### src/include/uif_consts.vh
// constants for the usb interrupt and error flag block
`ifndef UIF_CONSTS_VH
`define UIF_CONSTS_VH

// register offsets (byte addresses, chosen locally)
`define UIF_ADDR_W          8
`define UIF_OFF_EVT_FLAG    8'h00
`define UIF_OFF_EVT_EN      8'h04
`define UIF_OFF_ERR_FLAG    8'h08
`define UIF_OFF_ERR_EN      8'h0C
`define UIF_OFF_CTRL        8'h10
`define UIF_OFF_FIFO        8'h14

// event flag bit positions
`define UIF_EVT_RESET_BIT   0
`define UIF_EVT_ERR_BIT     1
`define UIF_EVT_SOF_BIT     2
`define UIF_EVT_TOKEN_BIT   3
`define UIF_EVT_IDLE_BIT    4
`define UIF_EVT_RESUME_BIT  5
`define UIF_EVT_ATTACH_BIT  6
`define UIF_EVT_STALL_BIT   7

// error flag bit positions
`define UIF_ERR_PID_BIT     0
`define UIF_ERR_CRC5_BIT    1
`define UIF_ERR_CRC16_BIT   2
`define UIF_ERR_ALIGN_BIT   3
`define UIF_ERR_TURN_BIT    4
`define UIF_ERR_DMA_BIT     5
`define UIF_ERR_BMX_BIT     6
`define UIF_ERR_STUFF_BIT   7

// control register bit
`define UIF_CTRL_HOST_BIT   0

// reset values and widths
`define UIF_FLAGS_W         8
`define UIF_ZERO8           8'h00
`define UIF_ZERO32          32'h00000000
`define UIF_ONE_BIT         1'b1

// attach qualification: bus idle time
`define UIF_IDLE_TIME_PS    2500000
`define UIF_CLK_PERIOD_PS   8000
`define UIF_IDLE_CYCLES     ((`UIF_IDLE_TIME_PS + `UIF_CLK_PERIOD_PS - 1) / `UIF_CLK_PERIOD_PS)
`define UIF_IDLE_CNT_W      9

// turnaround time-out in bit times
`define UIF_TURN_BITS       16
`define UIF_TURN_CNT_W      5

// status fifo
`define UIF_FIFO_DEPTH      4
`define UIF_FIFO_PTR_W      2
`define UIF_FIFO_CNT_W      3
`define UIF_STAT_W          6

`endif

### src/hdl/uif_flag_bit.v
// one hardware-set, write-one-to-clear sticky flag
`timescale 1ns/1ns
`default_nettype none
`include "uif_consts.vh"

module uif_flag_bit
(
    input  wire core_clk,   // block clock
    input  wire rstn,       // synchronous reset, active low
    input  wire ce,         // clock enable
    input  wire set_in,     // hardware event
    input  wire clr_in,     // software write of one
    output reg  flag_q      // sticky flag
);

    // set wins over clear so no event is lost
    always @(posedge core_clk)
    begin
        if (!rstn)
            flag_q <= 1'b0;
        else if (ce)
        begin
            if (set_in)
                flag_q <= `UIF_ONE_BIT;
            else if (clr_in)
                flag_q <= 1'b0;
        end
    end

endmodule
`default_nettype wire

### src/hdl/uif_irq_flags.v
// usb interrupt and error flag registers with merged interrupt request
//
// Function
// - device mode: bus reset sets event bit 0
// - host mode: detach sets event bit 0
// - attach needs host, 2.5us idle, no SE0
// - clearing token flag advances status fifo
// - only enabled errors set summary flag
// - eight event enables gate same-position flags
// - errors reach irq only via bit 1 enable
// - bit stuff error sets error bit 7
// - bad descriptor address sets error bit 6
// - dma overrun or truncation sets bit 5
// - over sixteen idle bit times sets bit 4
// - partial-byte data field sets bit 3
// - data crc failure sets error bit 2
// - device mode: token crc sets bit 1
// - host mode: end-of-frame error sets bit 1
// - pid check failure sets error bit 0
// - flags hardware set, write-one clear, reset zero
// - eight error enables, same bit positions
// - bits 31 to 8 read zero
// - host enable selects host or device meaning
// - event bit 1 read-only error summary
//
// Decided for this implementation: the register offsets and the strobed register port.
`timescale 1ns/1ns
`default_nettype none
`include "uif_consts.vh"

module uif_irq_flags
(
    input  wire                       core_clk,
    input  wire                       rstn,
    input  wire                       ce,
    input  wire [`UIF_ADDR_W-1:0]     reg_addr,
    input  wire [31:0]                reg_wdata,
    input  wire                       reg_wr,
    input  wire                       reg_rd,
    output reg  [31:0]                reg_rdata_q,
    input  wire                       bus_reset_det,
    input  wire                       detach_det,
    input  wire                       attach_det,
    input  wire                       bus_activity,
    input  wire                       line_se0,
    input  wire                       resume_det,
    input  wire                       idle_det,
    input  wire                       sof_det,
    input  wire                       stall_det,
    input  wire                       token_done,
    input  wire [`UIF_STAT_W-1:0]     token_stat,
    input  wire                       bit_stuff_err,
    input  wire                       bus_matrix_err,
    input  wire                       dma_err,
    input  wire                       eop_seen,
    input  wire                       bit_tick,
    input  wire                       response_seen,
    input  wire                       byte_align_err,
    input  wire                       data_crc_err,
    input  wire                       token_crc_err,
    input  wire                       sof_count_zero,
    input  wire                       xfer_busy,
    input  wire                       pid_check_err,
    output reg                        pkt_reject_q,
    output reg                        host_mode_enable_q,
    output reg                        usb_irq_request_q
);

    ////////////////////////////////////////////////////////////////////////
    // register state
    reg  [`UIF_FLAGS_W-1:0]   evt_en_q;       // event enables
    reg  [`UIF_FLAGS_W-1:0]   err_en_q;       // error enables
    wire [`UIF_FLAGS_W-1:0]   evt_flag;       // event flags
    wire [`UIF_FLAGS_W-1:0]   err_flag;       // error flags
    reg  [`UIF_FLAGS_W-1:0]   evt_set;        // event set terms
    reg  [`UIF_FLAGS_W-1:0]   err_set;        // error set terms
    wire [`UIF_FLAGS_W-1:0]   evt_clr;        // event w1c terms
    wire [`UIF_FLAGS_W-1:0]   err_clr;        // error w1c terms
    wire                      wr_evt;         // write to event flags
    wire                      wr_err;         // write to error flags

    ////////////////////////////////////////////////////////////////////////
    // attach qualification and turnaround timers
    reg  [`UIF_IDLE_CNT_W-1:0] idle_cnt_q;    // cycles of bus silence
    reg  [`UIF_TURN_CNT_W-1:0] turn_cnt_q;    // idle bit times after eop
    reg                        turn_arm_q;    // waiting for a response
    wire                       idle_ok;       // bus quiet long enough
    wire                       turn_timeout;  // turnaround expired

    assign idle_ok = (idle_cnt_q == `UIF_IDLE_CYCLES);

    // count quiet cycles, saturating at the idle time
    always @(posedge core_clk)
    begin
        if (!rstn)
            idle_cnt_q <= {`UIF_IDLE_CNT_W{1'b0}};
        else if (ce)
        begin
            if (bus_activity)
                idle_cnt_q <= {`UIF_IDLE_CNT_W{1'b0}};
            else if (!idle_ok)
                idle_cnt_q <= idle_cnt_q + 1'b1;
        end
    end

    assign turn_timeout = turn_arm_q && bit_tick && !response_seen
                          && (turn_cnt_q == `UIF_TURN_BITS);

    // arm on eop, count bit times until a response or time-out
    always @(posedge core_clk)
    begin
        if (!rstn)
        begin
            turn_cnt_q <= {`UIF_TURN_CNT_W{1'b0}};
            turn_arm_q <= 1'b0;
        end
        else if (ce)
        begin
            if (eop_seen)
            begin
                turn_cnt_q <= {`UIF_TURN_CNT_W{1'b0}};
                turn_arm_q <= 1'b1;
            end
            else if (response_seen || turn_timeout)
                turn_arm_q <= 1'b0;
            else if (turn_arm_q && bit_tick)
                turn_cnt_q <= turn_cnt_q + 1'b1;
        end
    end

    ////////////////////////////////////////////////////////////////////////
    // error set terms
    always @*
    begin
        err_set = `UIF_ZERO8;
        err_set[`UIF_ERR_STUFF_BIT] = bit_stuff_err;
        err_set[`UIF_ERR_BMX_BIT]   = bus_matrix_err;
        err_set[`UIF_ERR_DMA_BIT]   = dma_err;
        err_set[`UIF_ERR_TURN_BIT]  = turn_timeout;
        err_set[`UIF_ERR_ALIGN_BIT] = byte_align_err;
        err_set[`UIF_ERR_CRC16_BIT] = data_crc_err;
        // bit 1 meaning follows the mode
        if (host_mode_enable_q)
            err_set[`UIF_ERR_CRC5_BIT] = sof_count_zero && xfer_busy;
        else
            err_set[`UIF_ERR_CRC5_BIT] = token_crc_err;
        err_set[`UIF_ERR_PID_BIT]   = pid_check_err;
    end

    ////////////////////////////////////////////////////////////////////////
    // event set terms
    always @*
    begin
        evt_set = `UIF_ZERO8;
        // bit 0 is reset in device mode, detach in host mode
        if (host_mode_enable_q)
            evt_set[`UIF_EVT_RESET_BIT] = detach_det;
        else
            evt_set[`UIF_EVT_RESET_BIT] = bus_reset_det;
        // summary from enabled errors only
        evt_set[`UIF_EVT_ERR_BIT]    = |(err_set & err_en_q);
        evt_set[`UIF_EVT_SOF_BIT]    = sof_det;
        evt_set[`UIF_EVT_TOKEN_BIT]  = token_done;
        evt_set[`UIF_EVT_IDLE_BIT]   = idle_det;
        evt_set[`UIF_EVT_RESUME_BIT] = resume_det;
        evt_set[`UIF_EVT_ATTACH_BIT] = attach_det && host_mode_enable_q
                                       && idle_ok && !line_se0;
        evt_set[`UIF_EVT_STALL_BIT]  = stall_det;
    end

    ////////////////////////////////////////////////////////////////////////
    // write-one-to-clear decode
    assign wr_evt = reg_wr && (reg_addr == `UIF_OFF_EVT_FLAG);
    assign wr_err = reg_wr && (reg_addr == `UIF_OFF_ERR_FLAG);
    assign evt_clr = wr_evt ? reg_wdata[`UIF_FLAGS_W-1:0] : `UIF_ZERO8;
    assign err_clr = wr_err ? reg_wdata[`UIF_FLAGS_W-1:0] : `UIF_ZERO8;

    // sticky flags, one cell per bit
    genvar gi;
    generate
        for (gi = 0; gi < `UIF_FLAGS_W; gi = gi + 1)
        begin : g_flags
            // summary bit is read-only: software cannot clear it
            uif_flag_bit u_evt
            (
                .core_clk (core_clk),
                .rstn     (rstn),
                .ce       (ce),
                .set_in   (evt_set[gi]),
                .clr_in   ((gi == `UIF_EVT_ERR_BIT) ? 1'b0 : evt_clr[gi]),
                .flag_q   (evt_flag[gi])
            );
            uif_flag_bit u_err
            (
                .core_clk (core_clk),
                .rstn     (rstn),
                .ce       (ce),
                .set_in   (err_set[gi]),
                .clr_in   (err_clr[gi]),
                .flag_q   (err_flag[gi])
            );
        end
    endgenerate

    ////////////////////////////////////////////////////////////////////////
    // transaction status fifo
    reg  [`UIF_STAT_W-1:0]    fifo_mem [0:`UIF_FIFO_DEPTH-1];  // status entries
    reg  [`UIF_FIFO_PTR_W-1:0] wr_ptr_q;      // write pointer
    reg  [`UIF_FIFO_PTR_W-1:0] rd_ptr_q;      // read pointer
    reg  [`UIF_FIFO_CNT_W-1:0] fifo_cnt_q;    // occupancy
    wire                       fifo_push;     // new token status
    wire                       fifo_pop;      // token flag cleared

    assign fifo_push = token_done && (fifo_cnt_q != `UIF_FIFO_DEPTH);
    assign fifo_pop  = evt_clr[`UIF_EVT_TOKEN_BIT] && evt_flag[`UIF_EVT_TOKEN_BIT]
                       && (fifo_cnt_q != {`UIF_FIFO_CNT_W{1'b0}});

    // entries stored in order, popped by the token flag clear
    always @(posedge core_clk)
    begin
        if (!rstn)
        begin
            wr_ptr_q   <= {`UIF_FIFO_PTR_W{1'b0}};
            rd_ptr_q   <= {`UIF_FIFO_PTR_W{1'b0}};
            fifo_cnt_q <= {`UIF_FIFO_CNT_W{1'b0}};
        end
        else if (ce)
        begin
            if (fifo_push)
            begin
                fifo_mem[wr_ptr_q] <= token_stat;
                wr_ptr_q           <= wr_ptr_q + 1'b1;
            end
            if (fifo_pop)
                rd_ptr_q <= rd_ptr_q + 1'b1;
            if (fifo_push && !fifo_pop)
                fifo_cnt_q <= fifo_cnt_q + 1'b1;
            else if (fifo_pop && !fifo_push)
                fifo_cnt_q <= fifo_cnt_q - 1'b1;
        end
    end

    ////////////////////////////////////////////////////////////////////////
    // writable registers
    always @(posedge core_clk)
    begin
        if (!rstn)
        begin
            evt_en_q           <= `UIF_ZERO8;
            err_en_q           <= `UIF_ZERO8;
            host_mode_enable_q <= 1'b0;
        end
        else if (ce && reg_wr)
        begin
            if (reg_addr == `UIF_OFF_EVT_EN)
                evt_en_q <= reg_wdata[`UIF_FLAGS_W-1:0];
            else if (reg_addr == `UIF_OFF_ERR_EN)
                err_en_q <= reg_wdata[`UIF_FLAGS_W-1:0];
            else if (reg_addr == `UIF_OFF_CTRL)
                host_mode_enable_q <= reg_wdata[`UIF_CTRL_HOST_BIT];
        end
    end

    ////////////////////////////////////////////////////////////////////////
    // read data, one cycle after the strobe; upper bits zero
    always @(posedge core_clk)
    begin
        if (!rstn)
            reg_rdata_q <= `UIF_ZERO32;
        else if (ce)
        begin
            reg_rdata_q <= `UIF_ZERO32;
            if (reg_rd)
            begin
                if (reg_addr == `UIF_OFF_EVT_FLAG)
                    reg_rdata_q[`UIF_FLAGS_W-1:0] <= evt_flag;
                else if (reg_addr == `UIF_OFF_EVT_EN)
                    reg_rdata_q[`UIF_FLAGS_W-1:0] <= evt_en_q;
                else if (reg_addr == `UIF_OFF_ERR_FLAG)
                    reg_rdata_q[`UIF_FLAGS_W-1:0] <= err_flag;
                else if (reg_addr == `UIF_OFF_ERR_EN)
                    reg_rdata_q[`UIF_FLAGS_W-1:0] <= err_en_q;
                else if (reg_addr == `UIF_OFF_CTRL)
                    reg_rdata_q[`UIF_CTRL_HOST_BIT] <= host_mode_enable_q;
                else if (reg_addr == `UIF_OFF_FIFO)
                    reg_rdata_q[`UIF_STAT_W-1:0] <= fifo_mem[rd_ptr_q];
            end
        end
    end

    ////////////////////////////////////////////////////////////////////////
    // interrupt request and packet reject pulse
    always @(posedge core_clk)
    begin
        if (!rstn)
        begin
            usb_irq_request_q <= 1'b0;
            pkt_reject_q      <= 1'b0;
        end
        else if (ce)
        begin
            // error summary only passes through its own enable
            usb_irq_request_q <= |(evt_flag & evt_en_q);
            pkt_reject_q      <= bit_stuff_err || data_crc_err
                                 || (!host_mode_enable_q && token_crc_err);
        end
    end

endmodule
`default_nettype wire

### config.mk
export PLATFORM = sky130hd
export DESIGN_NAME = uif_irq_flags
export DESIGN_NICKNAME = d
export VERILOG_FILES = /design/src/hdl/uif_flag_bit.v /design/src/hdl/uif_irq_flags.v
export VERILOG_INCLUDE_DIRS = /design/src /design/src/include
export SDC_FILE = /design/constraint.sdc
export NUM_CORES = 1
export LEC_CHECK = 0
export ABC_AREA = 1
export BUFFER_PORTS_ARGS = -buffer_cell sky130_fd_sc_hd__buf_2
export CAP_MARGIN = 20
export CORE_MARGIN = 5
export CORE_UTILIZATION = 45
export CTS_CLUSTER_DIAMETER = 40
export CTS_CLUSTER_SIZE = 24
export DETAILED_ROUTE_END_ITERATION = 16
export GPL_TIMING_DRIVEN = 0
export PLACE_DENSITY = 0.68
export SYNTH_ARGS = -nofsm -noshare
export SYNTH_HDL_FRONTEND = slang
export SYNTH_SLANG_ARGS = --single-unit
export TNS_END_PERCENT = 1
### constraint.sdc
create_clock -name core_clk -period 2.1 [get_ports core_clk]
set_input_delay 0.105 -clock core_clk [delete_from_list [all_inputs] [get_ports core_clk]]
set_output_delay 0.105 -clock core_clk [all_outputs]
set_load 0.02 [all_outputs]
==> impl_metrics.csv <==
group,metric,value,unit
die,initial_core_util,45.52,%
place,portBuffers,59,
cells_and_area,mostFrequentLayoutCell,"nand2_1",
critical_path,cp.required,2.40,ns
sta,slew_headroom,55.65,%
critical_path,worstPathMaxFanout,3,
sta,fmax,0.5290,GHz
die,ioPinCount,108,
critical_path,crit_arrival,2.19,ns
cells_and_area,area_delta_synth_final,19.75,%
cells_and_area,mostFrequentLayoutCells,"nand2_1 (101), a21oi_1 (69), dfxtp_1 (66), inv_1 (65), buf_2 (61)",
clock_tree,clock_path_buffers,2,
die,fp.dieH,111.7,um
global_routing,grt_pass1_wl,19.62,mm
routing,first_pass_iters,5,
power_and_ir_drop,p_sw,882.9,uW
power_and_ir_drop,leakage,2.433,nW
cells_and_area,nets,785,
die,core_area,10230,um^2
routing,wl,11.82,mm
routing,wl_per_cell,14.02,um
logic_synthesis,synth_edf_count,24,
place,gp_congestion,0.9115,
power_and_ir_drop,p_comb_share,11.0,%
critical_path,worstSetupPathType,"reg -> reg",
sta,finalMaxSlewViolations,0,
logic_synthesis,synth_cell_types,45,
sta,hold_viol,0,
clock_tree,insertion_delay,0.36,ns
clock_tree,cts_tree,"done",
sta,period_share,90.01,%
die,die_area,12480,um^2
logic_synthesis,synthArstFlopShare,0,%
die,die_x,111.7,um
routing,antenna_left,0,
cells_and_area,final-instance-count-excl-fill,843,
logic_synthesis,syn_area,4657,um^2
power_and_ir_drop,total_power,3.457,mW
logic_synthesis,synth.yosys.seq_area_share,44.28,%
routing,vias,4264,
run_status,status,"finished, final reports clean",
logic_synthesis,synth_area_per_cell,7.814,um^2
global_routing,grt_usage,19.23,%
power_and_ir_drop,clkPwrFrac,35.2,%
logic_synthesis,syn_inst,596,
sta,period_needed,1.890,ns
logic_synthesis,yosysWarnings,0,
power_and_ir_drop,seq_power_share,53.7,%
clock_tree,numCtsBuffers,9,
power_and_ir_drop,peakVddDrop,0.0003417,V
cells_and_area,antenna_cells,0,
power_and_ir_drop,intPower,2.574,mW
clock_tree,clk_pin_slew,0.09,ns
clock_tree,cts-root-buf,"clkbuf_8",
cells_and_area,drive_gt1_share,20.93,%
sta,finalSetupTns,0,ns
routing,drcViolationCount,0,
power_and_ir_drop,sw_frac_of_total,25.54,%
place,placed_cells,814,
clock_tree,cts_setup_buffers,0,
global_routing,grt_pass1_vias,4096,
critical_path,end_kind,"register",
sta,worst_pin_slew,0.6629,ns
sta,setup_violations,0,
die,rows,37,
logic_synthesis,synth_ff_type,"dfxtp_1",
place,dpl.hpwl,8.846,mm
sta,skew,0.01046,ns
power_and_ir_drop,p_per_area,620.0,nW/um^2
sta,finalHoldWorstSlack,0.01573,ns
global_routing,antenna_found_initial,0,
global_routing,grt_overflow_total,0,
logic_synthesis,synth_seq_cells,91,
routing,drt_first_iter_violations,211,
clock_tree,cts.htree.levels,3,
job,cap_violations,0,
global_routing,grt_max_degree,15,
worst_hold_path,hold_class,"in -> reg",
routing,viasPerCell,5.058,
clock_tree,cts.sinks,91,
critical_path,critPathLaunchType,"register",
==> per-stage QoR <==
step / instance area, um^2 / util (%) / setup WS [ns]
floorplan: 4743 / - / 0.2993
global placement: 5209 / 50.91 / 0.1320
detailed placement: 5209 / 50.91 / 0.09559
CTS: 5545 / 54.20 / 0.05244
global route: 5577 / 54.51 / -0.009510
finish: 5577 / 54.51 / 0.2097
==> layer usage <==
metal	GRT usage [%]	vias to the layer above	share of wire, %
li1	-	2132	-
met1	25.58	1953	44
met2	30.70	149	46
met3	2.989	30	6.8
met4	9.002	0	3.0
met5	0	-	0
==> cell usage after synthesis (3+ instances only) <==
cell type,instances,area [um^2]
nand3_1,41,205.2
a21oi_2,4,35.03
nor2_2,4,25.02
buf_4,27,202.7
a31oi_1,3,18.77
nand2_2,3,18.77
inv_1,66,247.7
dfxtp_1,67,1341
nand4_1,3,18.77
nor3_1,8,40.04
clkbuf_1,7,26.28
nand2_1,101,379.1
a21oi_1,69,345.3
nor2_4,4,45.04
ha_1,9,112.6
o21ai_0,56,280.3
buf_6,3,33.78
o21ai_2,3,26.28
nor2_1,54,202.7
o21ai_1,5,25.02
inv_2,8,30.03
edfxtp_1,24,720.7
==> final cells by class <==
type | instances | area [um^2]
buffer | 40 | 277.8
timing repair buffer | 72 | 425.4
sequential | 91 | 2063
clock buffer | 13 | 190.2
fill | 971 | 4654
tap | 136 | 170.2
clock inverter | 3 | 16.27
inverter | 74 | 277.8
multi-input combinational | 414 | 2156
==> cell families after synthesis <==
| group | synth area share, % |
|---|---|
| flops | 44.28 |
| fa+ha+maj | 2.848 |
| simple gates | 23.75 |
| xor+xnor | 0.5643 |
| buf+inv | 11.93 |
| compound gates | 16.55 |
| other cells | 0.08052 |
==> what timing repair did <==
item                                   in CTS  in global routing
setup endpoints to repair                   0                  2
hold buffers                               13                  0
gates resized for setup                     0                  6
endpoints found under the hold margin      31                  0
==> power groups by stage <==
stage,registers (mW),clock network [mW],logic (mW)
final,1.86,1.22,0.381
after global routing,1.86,1.31,0.425
after CTS,1.86,1.23,0.370
after detailed placement,1.90,0,0.350
after global placement,1.90,0,0.343
after floorplan,1.89,0,0.232
==> worst max-delay path, cell delays in order (launching register included) <==
cell and delay [ns]:
dfxtp_1 0.36, inv_1 0.13, a31oi_4 0.21, ha_1 0.22, inv_1 0.07, fa_1 0.35
inv_1 0.08, a21oi_1 0.06, o21ai_0 0.10, o21ai_0 0.11, a21oi_1 0.14
==> flip-flops by register name, indices dropped and copies added (netlist names), 2 cells and up, named ones only <==
| signal | flops |
|---|---|
| fifo_mem | 24 |
| idle_cnt_q | 9 |
| err_en_q | 8 |
| evt_en_q | 8 |
| g_flags.u_err.flag_q | 8 |
| g_flags.u_evt.flag_q | 8 |
| reg_rdata_q | 8 |
| turn_cnt_q | 5 |
| fifo_cnt_q | 3 |
| rd_ptr_q | 2 |
| wr_ptr_q | 2 |
==> worst paths after layout <==
path | cells past startpoint | to | slack [ns] | startpoint
setup / recovery | 10 | fifo_cnt_q[2]$_SDFFE_PN0P_ | 0.21 | fifo_cnt_q[1]$_SDFFE_PN0P_
setup reg to reg | 10 | fifo_cnt_q[2]$_SDFFE_PN0P_ | 0.21 | fifo_cnt_q[1]$_SDFFE_PN0P_
hold / removal | 3 | g_flags[3].u_err.flag_q$_SDFFE_PN0P_ | 0.02 | byte_align_err
hold reg to reg | 2 | reg_rdata_q[2]$_SDFFE_PN0P_ | 0.47 | reg_rdata_q[2]$_SDFFE_PN0P_
(Power assumes the default switching activity.)
